**config.mk**
```make
export PLATFORM = sky130hd
export DESIGN_NAME = csm_top
export DESIGN_NICKNAME = d
export VERILOG_FILES = /design/src/core/csm_pkg.sv /design/src/core/csm_top.sv
export VERILOG_INCLUDE_DIRS = /design/src /design/src/core
export SDC_FILE = /design/constraint.sdc
export NUM_CORES = 1
export LEC_CHECK = 0
export ABC_AREA = 0
export BUFFER_PORTS_ARGS = -buffer_cell sky130_fd_sc_hd__buf_4
export CAP_MARGIN = 20
export CORE_MARGIN = 2
export CORE_UTILIZATION = 36
export DETAILED_ROUTE_END_ITERATION = 8
export GPL_TIMING_DRIVEN = 0
export PLACE_DENSITY = 0.65
export SETUP_SLACK_MARGIN = 0.1
export SLEW_MARGIN = 20
export SYNTH_ARGS = -nofsm -noshare
export SYNTH_HDL_FRONTEND = slang
export SYNTH_SLANG_ARGS = --single-unit
```
**constraint.sdc**
```tcl
create_clock -name clk -period 3.5 [get_ports clk]
set_input_delay 0.7 -clock clk [delete_from_list [all_inputs] [get_ports clk]]
set_output_delay 0.7 -clock clk [all_outputs]
set_load 0.01 [all_outputs]
```
**src/core/csm_cfg.svh**
```systemverilog
// constants of the clock-select and module-stop block
// assumes a 16-bit register set reached through a word-addressed bus
`ifndef CSM_CFG_SVH
`define CSM_CFG_SVH
// register indices; byte address is four times the index
`define CSM_IDX_CLK_SEL 24'hFFFDC4
`define CSM_IDX_STOP_A 24'hFFFDC8
`define CSM_IDX_STOP_B 24'hFFFDCA
`define CSM_IDX_STOP_C 24'hFFFDCC
// selector field positions in the clock-select register
`define CSM_SYS_SEL_LSB 8
`define CSM_PER_SEL_LSB 4
`define CSM_BUS_SEL_LSB 0
`define CSM_SEL_X1 3'h2
// all-module-clock-stop enable position in stop register a
`define CSM_ALL_STOP_EN_BIT 15
// implemented bits; all others read as zero
`define CSM_MASK_SEL 16'h0777
`define CSM_MASK_A 16'hB329
`define CSM_MASK_B 16'h97C0
`define CSM_MASK_C 16'hFC1F
// module gates of stop register a, enable bit excluded
`define CSM_GATES_A 16'h3329
// reset values
`define CSM_RST_SEL 16'h0222
`define CSM_RST_A 16'h0000
`define CSM_RST_B 16'h0000
`define CSM_RST_C 16'h0000
// divider counter width, enough for the slowest ratio of 32
`define CSM_DIV_W 5
`endif

```
**src/core/csm_pkg.sv**
```systemverilog
// types of the clock-select and module-stop block
// assumes the constants header csm_cfg.svh
`include "csm_cfg.svh"
package csm_pkg;
   typedef enum logic {CSM_BUS_IDLE, CSM_BUS_ANSWER} csm_bus_e;
   typedef enum logic {CSM_PWR_RUN, CSM_PWR_ALL_STOP} csm_pwr_e;
   typedef struct packed {
      logic [15:0] clk_sel;
      logic [15:0] stop_a;
      logic [15:0] stop_b;
      logic [15:0] stop_c;
      logic [2:0][`CSM_DIV_W-1:0] div_cnt;
      logic [2:0] tick;
      csm_bus_e bus;
      logic waitreq;
      logic [31:0] rdata;
      csm_pwr_e pwr;
      logic all_stop;
   } csm_state_s;
endpackage

```
**src/core/csm_top.sv**
```systemverilog
// clock-select and module-stop control with an Avalon-MM slave
// assumes one 25 MHz clock, a synchronous active-high reset and a
// master that holds each request until it sees waitrequest low
//
// The Avalon-MM register port was decided locally.
`timescale 1ns/1ps
`default_nettype none
`include "csm_cfg.svh"

// How it works
// - system clock ticks from the input clock; selector 010 means x1
// - peripheral clock ticks from its selector; 010 means x1
// - external bus clock ticks from its selector; 010 means x1
// - a one in a stop bit stops that module; zero runs it
// - enable bit plus all stopped plus sleep halts bus and ports
// - stop register a: bit 13 dma, bit 12 transfer controller
// - stop register a: bit 9 timers 3 and 2, bit 8 timers 1 and 0
// - stop register a: bit 5 dac, bit 3 adc 0, bit 0 pulse timer
// - stop register b: pulse gen, serial 4/2/1/0, two-wire 1 and 0
// - stop register c: bit 15 serial 5, bit 14 serial 6
// - stop register c: timers 4/5, timers 6/7, usb, crc
// - stop register c: bits 4 to 0 gate ram banks, bit 0 highest
module csm_top
   import csm_pkg::*;
(
   input wire logic clk, // 25 MHz input clock
   input wire logic sys_rst, // synchronous reset, active high
   input wire logic [23:0] avs_address, // word index of the register
   input wire logic avs_read, // read request
   input wire logic avs_write, // write request
   input wire logic [31:0] avs_writedata, // write data, low half used
   input wire logic [3:0] avs_byteenable, // byte lanes of the write
   output logic [31:0] avs_readdata, // read data, upper half zero
   output logic avs_waitrequest, // low for the answering cycle
   input wire logic sleep_req, // cpu executes sleep, one cycle
   input wire logic wake_req, // wake event ends all-module stop
   output logic sys_tick, // system clock enable tick
   output logic periph_tick, // peripheral clock enable tick
   output logic bus_tick, // external bus clock enable tick
   output logic [15:0] module_stop_a, // stop register a contents
   output logic [15:0] module_stop_b, // stop register b contents
   output logic [15:0] module_stop_c, // stop register c contents
   output logic all_clock_stop // bus controller and ports halted
);

   csm_state_s state_reg;
   csm_state_s state_next;
   logic [2:0] hit;
   logic [2:0][`CSM_DIV_W-1:0] cnt_step;
   logic run;
   logic all_gated;
   logic [15:0] read_value;

   // last count of a divider: 010 and below run at x1,
   // each step above halves the rate
   function automatic logic [`CSM_DIV_W-1:0] last_count(input logic [2:0] sel);
      logic [`CSM_DIV_W-1:0] v;
      v = '0;
      case (sel)
         3'h3: v = 5'h01;
         3'h4: v = 5'h03;
         3'h5: v = 5'h07;
         3'h6: v = 5'h0F;
         3'h7: v = 5'h1F;
         default: v = 5'h00;
      endcase
      return v;
   endfunction

   // byte-lane merge of a write, keeping unimplemented bits at zero
   function automatic logic [15:0] merge(
      input logic [15:0] old,
      input logic [31:0] data,
      input logic [3:0] be,
      input logic [15:0] mask
   );
      logic [15:0] v;
      v = old;
      if (be[0])
      begin
         v[7:0] = data[7:0];
      end
      if (be[1])
      begin
         v[15:8] = data[15:8];
      end
      return v & mask;
   endfunction

   // ticks stop while every module clock is halted
   assign run = (state_reg.pwr == CSM_PWR_RUN);

   // one divider per clock domain: 0 system, 1 peripheral, 2 bus
   genvar g;
   generate
      for (g = 0; g < 3; g++)
      begin : g_div
         localparam int LSB = (g == 0) ? `CSM_SYS_SEL_LSB :
                              (g == 1) ? `CSM_PER_SEL_LSB : `CSM_BUS_SEL_LSB;
         // selector sets the rate
         // the same divider serves and
         assign hit[g] = state_reg.div_cnt[g] >=
                         last_count(state_reg.clk_sel[LSB+2:LSB]);
         assign cnt_step[g] = hit[g] ? '0 :
                              state_reg.div_cnt[g] + `CSM_DIV_W'(1);
      end
   endgenerate

   // every gated module stopped and the enable bit set
   // entry condition
   assign all_gated = state_reg.stop_a[`CSM_ALL_STOP_EN_BIT] &&
                      ((state_reg.stop_a & `CSM_GATES_A) == `CSM_GATES_A) &&
                      (state_reg.stop_b == `CSM_MASK_B) &&
                      (state_reg.stop_c == `CSM_MASK_C);

   // read mux; unmapped indices answer zero
   // read back
   always_comb
   begin
      case (avs_address)
         `CSM_IDX_CLK_SEL: read_value = state_reg.clk_sel;
         `CSM_IDX_STOP_A: read_value = state_reg.stop_a;
         `CSM_IDX_STOP_B: read_value = state_reg.stop_b;
         `CSM_IDX_STOP_C: read_value = state_reg.stop_c;
         default: read_value = 16'h0000;
      endcase
   end

   // next state of the whole block
   always_comb
   begin
      state_next = state_reg;
      state_next.tick = 3'h0;
      // dividers hold their count in all-module stop so the phase survives
      if (run)
      begin
         state_next.div_cnt = cnt_step;
         state_next.tick = hit;
      end
      // bus handshake: one wait cycle, then one answering cycle
      case (state_reg.bus)
         CSM_BUS_IDLE:
         begin
            state_next.waitreq = 1'b1;
            if (avs_read || avs_write)
            begin
               state_next.bus = CSM_BUS_ANSWER;
               state_next.waitreq = 1'b0;
               state_next.rdata = {16'h0000, read_value};
            end
         end
         CSM_BUS_ANSWER:
         begin
            state_next.bus = CSM_BUS_IDLE;
            state_next.waitreq = 1'b1;
            // the write lands on the edge that sees waitrequest low
            if (avs_write)
            begin
               case (avs_address)
                  `CSM_IDX_CLK_SEL:
                  begin
                     state_next.clk_sel = merge(state_reg.clk_sel, avs_writedata,
                                                avs_byteenable, `CSM_MASK_SEL);
                  end
                  `CSM_IDX_STOP_A:
                  begin
                     // stop bits of register a
                     // the mask places
                     state_next.stop_a = merge(state_reg.stop_a, avs_writedata,
                                               avs_byteenable, `CSM_MASK_A);
                  end
                  `CSM_IDX_STOP_B:
                  begin
                     state_next.stop_b = merge(state_reg.stop_b, avs_writedata,
                                               avs_byteenable, `CSM_MASK_B);
                  end
                  `CSM_IDX_STOP_C:
                  begin
                     state_next.stop_c = merge(state_reg.stop_c, avs_writedata,
                                               avs_byteenable, `CSM_MASK_C);
                  end
                  default:
                  begin
                     state_next.stop_c = state_reg.stop_c;
                  end
               endcase
            end
         end
         default:
         begin
            state_next.bus = CSM_BUS_IDLE;
            state_next.waitreq = 1'b1;
         end
      endcase
      // all-module clock stop is entered only from sleep
      // enter and leave
      case (state_reg.pwr)
         CSM_PWR_RUN:
         begin
            if (sleep_req && all_gated)
            begin
               state_next.pwr = CSM_PWR_ALL_STOP;
            end
         end
         CSM_PWR_ALL_STOP:
         begin
            if (wake_req)
            begin
               state_next.pwr = CSM_PWR_RUN;
            end
         end
         default:
         begin
            state_next.pwr = CSM_PWR_RUN;
         end
      endcase
      state_next.all_stop = (state_next.pwr == CSM_PWR_ALL_STOP);
   end

   // single state register; gating never clears module state
   // state kept
   always_ff @(posedge clk)
   begin
      if (sys_rst)
      begin
         state_reg.clk_sel <= `CSM_RST_SEL;
         state_reg.stop_a <= `CSM_RST_A;
         state_reg.stop_b <= `CSM_RST_B;
         state_reg.stop_c <= `CSM_RST_C;
         state_reg.div_cnt <= '0;
         state_reg.tick <= 3'h0;
         state_reg.bus <= CSM_BUS_IDLE;
         state_reg.waitreq <= 1'b1;
         state_reg.rdata <= 32'h00000000;
         state_reg.pwr <= CSM_PWR_RUN;
         state_reg.all_stop <= 1'b0;
      end
      else
      begin
         state_reg <= state_next;
      end
   end

   // outputs are fields of the state register
   assign avs_readdata = state_reg.rdata;
   assign avs_waitrequest = state_reg.waitreq;
   assign sys_tick = state_reg.tick[0];
   assign periph_tick = state_reg.tick[1];
   assign bus_tick = state_reg.tick[2];
   assign module_stop_a = state_reg.stop_a;
   assign module_stop_b = state_reg.stop_b;
   assign module_stop_c = state_reg.stop_c;
   assign all_clock_stop = state_reg.all_stop;
endmodule
`default_nettype wire

```
# Word level (Yosys, flattened, before mapping)
# Cells that the tools add are included.
# totals
wordCells,73
output_inout_bits,85
ram_bits,0
reg_bits,72
latchBits,0
in_bits,66
mem_bits_ro,0
memories,0
# classes
order_cmp,3
bitwise_logic,2
mul,0
n_reduce_logical,15
shift,0
div,0
mux,12
add_sub_neg,3
n_eq_ne,22
# op_table
operator,count
$eq 24x24->1 const B,4
$pmux 5 s5,3
$pmux 16 s4,1
$eq 3x3->1 const B,12
$mux 34,1
$reduce_and 4->1,8
$add 5x1->5 const B,3
$ge 5x5->1,3
$mux 5,3
$eq 7x7->1 const B,2
$eq 11x11->1 const B,1
$eq 3x2->1 const B,3
$logic_and 1x1->1,4
$pmux 2 s2,1
$mux 1,2
$not 1->1,2
$pmux 1 s2,1
$reduce_and 2->1,1
$reduce_or 2->1,1
$logic_or 1x1->1,1

# Logic depth before layout (Yosys ltp)
# Gate-level depths: netlist of run 1.
# logic_depth
depth_word,7
mapped_depth,8
depth_no_buf,8

# Worst setup path after synthesis of run 1
# No wires, ideal clock.
# synth_path
kind,input-to-reg
startpoint,input port avs_address[5]
endpoint,register state_reg (netlist bit module_stop_c[10])
cell_stages,7
n_path_buf,2
required_time_ns,3.428
setup_time_ns,0.072
t_arrival_ns,1.905
setup_slack_ns,1.523
cell_sequence,nor4b_4 > and4_4 > and2_4 > buf_6 > and3_4 > buf_8 > mux2i_1
# synth_via
elab_chain_cells,2
# synth_rtl
item,line_no,rtl
"start, declared",csm_top.sv:28,"input wire logic [23:0] avs_address,"
$eq 24x24->1,csm_top.sv:159,case (avs_address)
$reduce_and 4->1 (no source line),-,
"end signal, assigned",csm_top.sv:240,state_reg <= state_next;
"end, declared",csm_top.sv:46,csm_state_s state_reg;
# Every way passes these cells.
# A chain may end at the register's enable or synchronous reset.

# Final worst setup path of run 1
# layout_path
startpoint,input port avs_address[14]
endpoint,register state_reg[112] in the netlist's numbering
# The elaborated chain is that of the path after synthesis.

==> summary.md, run 1 <==
In the layout the commonest cells are 173 x sky130_fd_sc_hd__buf_4, 72 x sky130_fd_sc_hd__dfxtp_1, 41 x sky130_fd_sc_hd__nand2b_1. The internal power summed over all cells was 1.50 mW. Area growth from synthesis to layout: 30.5%.

The register bit total from synthesis works out to 72. The run gives 3.75 ns as the required time of the worst setup path. The HPWL after detailed placement is 8860 um, and the total power density per cell area is 344 nW/um^2. The run gives 12 as the largest net degree at the start of global routing. The source of the worst hold timing path was avs_readdata[13]$_SDFFE_PP0P_. The worst register-to-register path begins at state_reg[108]$_SDFFE_PP0P_. The chip height works out to 113 um. The tools report the netlist area before placement as 4290 sq um.

In this run the number of H-tree levels came out at 3. For the combinational fraction of design power, the log shows 0.087. For hold timing, the worst endpoint is avs_readdata[13]$_SDFFE_PP0P_. The tools report the reported leakage power as 2.50 nW. In this run the worst path has a maximum fanout of 8.

After clock tree synthesis, the clock-pin slew on the worst setup and hold paths is 0.06 ns. The total area of sequential cells is 1440 sq um. The destination of the worst register-to-register timing path is state_reg[48]$_SDFFE_PP0N_. The number of flip-flops under the largest register name came out at 25. In this run the worst setup path begins at avs_address[14]. The total global routing track utilization was 0.177. The number of buffers created by CTS is 9. The slowest cell on the critical path was sky130_fd_sc_hd__nor4_1. For the net load switching power, the log shows 0.426 mW.

The worst setup path is launched from an input pin. The tree is rooted in a sky130_fd_sc_hd__clkbuf_16. The tools report the initial cell density of the core as 0.372.

For this run, the number of Yosys warnings is 0. The utilization after layout is 0.486. The tightest min-delay check is of the reg -> reg type. STA puts the critical path data arrival time at 2.44 ns. The flow ran to the end, but the final reports show violations. The logs give 0.816 for the global placer's final weighted congestion and 2 for the maximum buffer depth of the clock tree.

Traced cell by cell, the critical path runs through buf_4, nand4_1, nor4_1, and2_4, buf_6, and3_1, buf_2, mux2i_1. Count of final max-slew check failures: 0. The highest clock rate was 456 MHz. Once the clock tree was built, the setup fixing pass inserted 0 buffers.

For the number of core rows, the log shows 39. The final period utilization is 0.627. The pre-antenna-repair detailed-routing pass consisted of 6 iterations. Max-cap violations in this run came to 0. The tools report the kind of end point of the critical path as a register.

After the first detailed-routing iteration, the DRC count stood at 191. The synthesized design contains 0 enable-type register cells. The run gives 0.429 as the fraction of power consumed by sequential logic.

At the later pin of the worst-skew pair, clock insertion delay measures 0.33 ns. The clock arrives with 0.00474 ns of skew. The run gives 0.336 as the fraction of the yosys area taken by sequential cells. The number of antenna violations at the first check in global routing is 0. For the number of hold violations in the final report, the log shows 0. The most common cell after layout, fill and taps aside was sky130_fd_sc_hd__buf_4.

The overflow left after global routing was 0; the number of nets in the layout was 716. The worst IR drop on VDD came out at 0.227 mV. For the residual DRC count, the log shows 12. The die area is 12800 sq um, and the first-pass GRT wire length is 18200 um.

The final non-filler cell total is 780, and the relative max-transition margin is 0.556. The maximum single-stage delay on the critical path is 0.62 ns. The count of nets left with antenna violations once routing finished came out at 0. TritonCTS built the clock tree. The total of fill cells in the finished design is 1102, and the via count normalized by instance count is 4.77.

The antenna cell count is 0, and the share of cells above drive strength 1 is 0.328. In the synthesized netlist, the number of instances is 492. The floorplan step set the die width to 113 um. For the pin with the worst max-slew slack, the measured transition is 0.660 ns. During placement, the flow inserted port buffers numbering 92. The number of global-route vias before repair came out at 3681.

Once placement completed, the tool counted placed cells totaling 764. The total clock sinks came out at 72. In the final layout, the multi-input gates occupy 2220 sq um.

The worst path needs 2.19 ns of the cycle, external delays included. For this run, the leading register cell type out of synthesis is sky130_fd_sc_hd__dfxtp_1. Across all layers, the routed design uses 3717 vias. Setup slack on the worst reg-to-reg path comes out at 1.55 ns. The run gives 151 as the number of top-level design ports. Count of cells along the worst hold path: 2. The fraction of registers with async set/reset works out to 0. For the clock network fraction of total power, the log shows 0.484. Summed over all failing endpoints, the final setup total negative slack is 0 ns.

After detailed routing, the average wire length per cell comes to 14.4 um. Setup repair after global routing left no endpoint under its margin. The total of hold buffers inserted after clock tree synthesis came out at 0. The worst register-to-register path has a depth of 8. Quantity of gates resized following cts: 0.

The switching share of power works out to 0.222. A synthesized cell averages 8.72 sq um. Total power for the finished layout comes to 1.92 mW. On the final layout, the worst hold slack is 0.456 ns. Setup violations remaining at the end of the flow were counted as 0. The count of unique library cells instantiated by Yosys was 52. The tools report the total wire length as 11200 um. The checks that failed: design-rule violations. The critical path is of the in -> reg type. The tools report the core area as 11500 sq um.
stage by stage:
| step | area [sq um] | worst slack [ns] |
|---|---|---|
| floorplan | 4430 | 1.52 |
| global placement | 5300 | 1.16 |
| detailed placement | 5300 | 1.08 |
| CTS | 5600 | 1.38 |
| global route | 5600 | 1.28 |
| finish | 5600 | 1.31 |
power groups by stage:
stage	Sequential, mW	Clock (mW)	Combinational (mW)
3_5_place_dp	0.843	0	0.165
2_1_floorplan	0.844	0	0.0961
4_1_cts	0.825	0.940	0.166
6_report	0.825	0.931	0.167
3_3_place_gp	0.843	0	0.164
5_1_grt	0.825	0.973	0.181
area by class of cell:
type / instances / area share
clock inverter: 3 / 0.00715
sequential: 72 / 0.258
tap: 143 / 0.0320
buffer: 103 / 0.129
inverter: 10 / 0.00671
clock buffer: 13 / 0.0465
multi-input combinational: 344 / 0.397
timing repair buffer: 92 / 0.123
metal layers:
metal / vias to the layer above / track usage / routed length, um
li1: 1875 / - / -
met1: 1705 / 0.211 / 4670
met2: 122 / 0.322 / 5740
met3: 15 / 0.0321 / 643
met4: 0 / 0.0553 / 188
met5: - / 0 / 0
cells in the mapped netlist, types with 3 or more instances:
library cell	number	area (sq um)
sky130_fd_sc_hd__mux2_2	5	56.3
sky130_fd_sc_hd__buf_2	5	25.0
sky130_fd_sc_hd__ha_1	18	225
sky130_fd_sc_hd__clkbuf_1	11	41.3
sky130_fd_sc_hd__a32oi_1	5	43.8
sky130_fd_sc_hd__o21ai_0	19	95.1
sky130_fd_sc_hd__buf_4	81	608
sky130_fd_sc_hd__xnor2_1	3	26.3
sky130_fd_sc_hd__a21o_1	5	37.5
sky130_fd_sc_hd__dfxtp_1	72	1440
sky130_fd_sc_hd__and3_1	9	56.3
sky130_fd_sc_hd__nor3_1	20	100
sky130_fd_sc_hd__inv_1	9	33.8
sky130_fd_sc_hd__nand4_1	19	119
sky130_fd_sc_hd__nand3_1	20	100
sky130_fd_sc_hd__nand2b_1	41	257
sky130_fd_sc_hd__xor2_1	9	78.8
sky130_fd_sc_hd__mux2i_1	33	330
sky130_fd_sc_hd__a21oi_1	15	75.1
sky130_fd_sc_hd__nor2_1	14	52.6
sky130_fd_sc_hd__nor2b_1	8	50.1
sky130_fd_sc_hd__nand2_1	35	131
worst max-delay path by stage:
stage | to
final | state_reg[112]$_SDFFE_PP0P_
after global routing | module_stop_a[0]$_SDFFE_PP0P_
after CTS | state_reg[112]$_SDFFE_PP0P_
after detailed placement | module_stop_c[14]$_SDFFE_PP0P_
after global placement | state_reg[112]$_SDFFE_PP0P_
after floorplan | module_stop_c[10]$_SDFFE_PP0P_
kinds of logic after synthesis:
group | count (synthesis) | synth area share
AOI/OAI and AO/OA | 57 | 0.0835
xor gates and xnor gates | 12 | 0.0245
adders and majority gates | 18 | 0.0525
buffers and inverters | 113 | 0.178
DFF | 72 | 0.336
muxes | 38 | 0.0902
other | 1 | 0.000875
and+or+nand+nor | 181 | 0.235
worst max-delay path, delay by kind of cell:
kind / cells / cell delay [ns]
buf+inv: 3 / 0.36
mux: 1 / 0.22
simple gates: 4 / 1.17
No activity file was read; power rests on OpenSTA's default activity.
==> run 2, diff against run 1 <==
clock period = 2.05 ns   (was 3.5 ns; I/O delays follow)
==> run 2 against run 1 <==
Against the previous run:
- the run still ends with design-rule violations left
- clock-buffer cell count stayed put
- clock skew is 0.00060 ns higher
- worst setup slack got worse by 1.2 ns
- wire length up 0.78%
- critical path depth did not move
- sequential power rose by 70%
- worst hold slack got worse by 0.12 ns
- first-iteration DRC count rose by 9.4%
- cell area up 1.0%
- sequential share of layout area hardly changed
- power grew 71%
- critical path type unchanged
- critical endpoint unchanged
- highest routed layer unchanged
==> summary.md, run 2 (synthesized netlist as in run 1, its figures left out) <==
Before antenna repair, the detailed router went through 7 iterations. For this run, the slowest stage of the critical path takes 0.62 ns. For the worst path arrival time, the log shows 2.15 ns. The type of the worst min-delay path was in -> reg.

Once routing completed, OpenROAD measured the worst setup slack at 0.148 ns. The first-pass GRT wire length is 18200 um, and the required time of the worst setup path is 2.30 ns. Count of input and output buffers: 92. The tools report the H-tree depth reported by CTS as 3. The signal on the critical path passes through buf_4, nand4_1, nor4_1, and2_4, buf_6, and3_1, buf_2, mux2i_1. The total cell area at the placement stage was 5300 sq um. Number of core rows: 39. In the routed design, unresolved DRC markers number 12. In the layout the commonest cells are 174 x sky130_fd_sc_hd__buf_4, 64 x sky130_fd_sc_hd__dfxtp_1, 41 x sky130_fd_sc_hd__nand2b_1.

The switching share of power works out to 0.224. The final non-filler cell total was 781. The most common cell after layout, fill and taps aside is sky130_fd_sc_hd__buf_4.

The run gives 11500 sq um as the core area. STA classifies the critical path endpoint as a register. Detailed routing inserted a total of 3749 vias.

The combinational fraction of design power is 0.087. Across the VDD grid, the largest voltage drop is 0.388 mV. For the initial cell density of the core, the log shows 0.372. The chip height was 113 um; the finished layout cell area was 5650 sq um. The floorplan step set the die width to 113 um. The reported leakage power was 2.51 nW; the count of routing violations after the opening detailed-route iteration was 209. Share of cells above drive strength 1: 0.357. The number of buffers created by CTS was 9; the final period utilization was 0.928. The tightest hold path in the finished design has a slack of 0.338 ns.

The tools report the total global routing track utilization as 0.177. The HPWL after detailed placement was 8860 um; the total wire length was 11300 um. The category of the worst setup path launch point is an input pin. Clock network fraction of total power: 0.486. The kind of critical path was in -> reg. The number of global-route vias before repair came out at 3681.

The relative max-transition margin is 0.554, and the number of hold violations in the final report is 0. The count of final max-slew check failures is 0. The tree is rooted in a sky130_fd_sc_hd__clkbuf_16. After clock tree synthesis, the clock-pin slew on the worst setup and hold paths is 0.06 ns. In the final timing run, aggregate negative setup slack is 0 ns.

The number of flip-flops under the largest register name is 25. Summed over all layers, the global routing overflow is 0. The count of nets left with antenna violations once routing finished came out at 0. In the final routed layout, each cell accounts on average for 14.5 um. Between clock sinks in the finished design, the worst skew comes to 0.00534 ns.

The logs give 12 for the largest net degree at the start of global routing and 717 for the number of nets in the layout. Timing analysis after detailed placement gives a worst setup slack of -0.0814 ns. The logs give 0.736 mW for the net load switching power and 2 for the maximum buffer depth of the clock tree.

Max-cap violations in this run came to 0. In this run the critical register-to-register path is launched from state_reg[44]$_SDFFE_PP0N_. Of all nets on the critical path, the largest fanout is 8. The start point of the critical path was avs_address[14]. The repair_antennas step left the layout with diodes totalling 0. The total power density per cell area was 581 nW/um^2. Subtracting the final worst setup slack from the clock period gives 1.90 ns. The tools report the utilization after layout as 0.491. The tools report the number of antenna violations at the first check in global routing as 0. 151 I/O pins were placed.

The clock insertion delay at the later pin of the skew report is 0.33 ns. The total of hold buffers inserted after clock tree synthesis came out at 0. The run finished, with violations left. Fraction of power consumed by sequential logic: 0.427. The via count normalized by instance count was 4.80; the total clock sinks was 72. The final reports fail on design-rule violations. The internal power of the cells totals 2.55 mW. For the highest clock rate, the log shows 526 MHz. The startpoint identified for the worst hold timing path is avs_writedata[7]. The die area was 12800 sq um. TritonCTS built the clock tree.

From synthesis to final layout, the design area changed by 31.9%. Setup repair after global routing left no endpoint under its margin. The slowest cell on the critical path was sky130_fd_sc_hd__nor4_1. The final setup violation count was 0; the number of placed instances, taps included was 764. The tools report the global placer's final weighted congestion as 0.816. The design draws 3.29 mW.

For the pin with the worst max-slew slack, the measured transition is 0.662 ns.
[run 2: worst max-delay path: cells and delay by family]
family                 cells  cell delay [ns]
muxes                      1             0.22
and+or+nand+nor            4             1.17
buffers and inverters      3             0.35
[run 2: power groups by stage]
stage          Sequential (mW)  Clock [mW]  Combinational [mW]
2_1_floorplan             1.44           0               0.164
3_3_place_gp              1.44           0               0.281
3_5_place_dp              1.44           0               0.282
4_1_cts                   1.41        1.61               0.283
5_1_grt                   1.40        1.66               0.310
6_report                  1.40        1.60               0.286
[run 2: worst paths after layout]
| check | depth (start not counted) | slack, ns | to |
|---|---|---|---|
| min reg2reg | 2 | 0.46 | avs_readdata[13]$_SDFFE_PP0P_ |
| min | 3 | 0.34 | module_stop_b[7]$_SDFFE_PP0P_ |
| max reg2reg | 7 | 0.19 | state_reg[48]$_SDFFE_PP0N_ |
| max | 8 | 0.15 | state_reg[112]$_SDFFE_PP0P_ |
[run 2: final cells by class]
class                      instances  area (sq um)
sequential                        72          1460
multi-input combinational        344          2250
clock buffer                      13           260
timing repair buffer              93           698
clock inverter                     3          40.0
fill                            1093          5860
inverter                          10          41.3
tap                              143           179
buffer                           103           724
[run 2: per-layer routing]
metal | vias up | global-route usage | part of all wire
li1 | 1882 | - | -
met5 | - | 0 | 0
met4 | 0 | 0.0553 | 0.018
met1 | 1735 | 0.211 | 0.42
met2 | 115 | 0.322 | 0.51
met3 | 17 | 0.0321 | 0.054
[run 2: what timing repair did]
action / CTS / global route
buffers inserted: 0 / 1
setup endpoints to repair: 0 / 15
resized for setup: 0 / 22
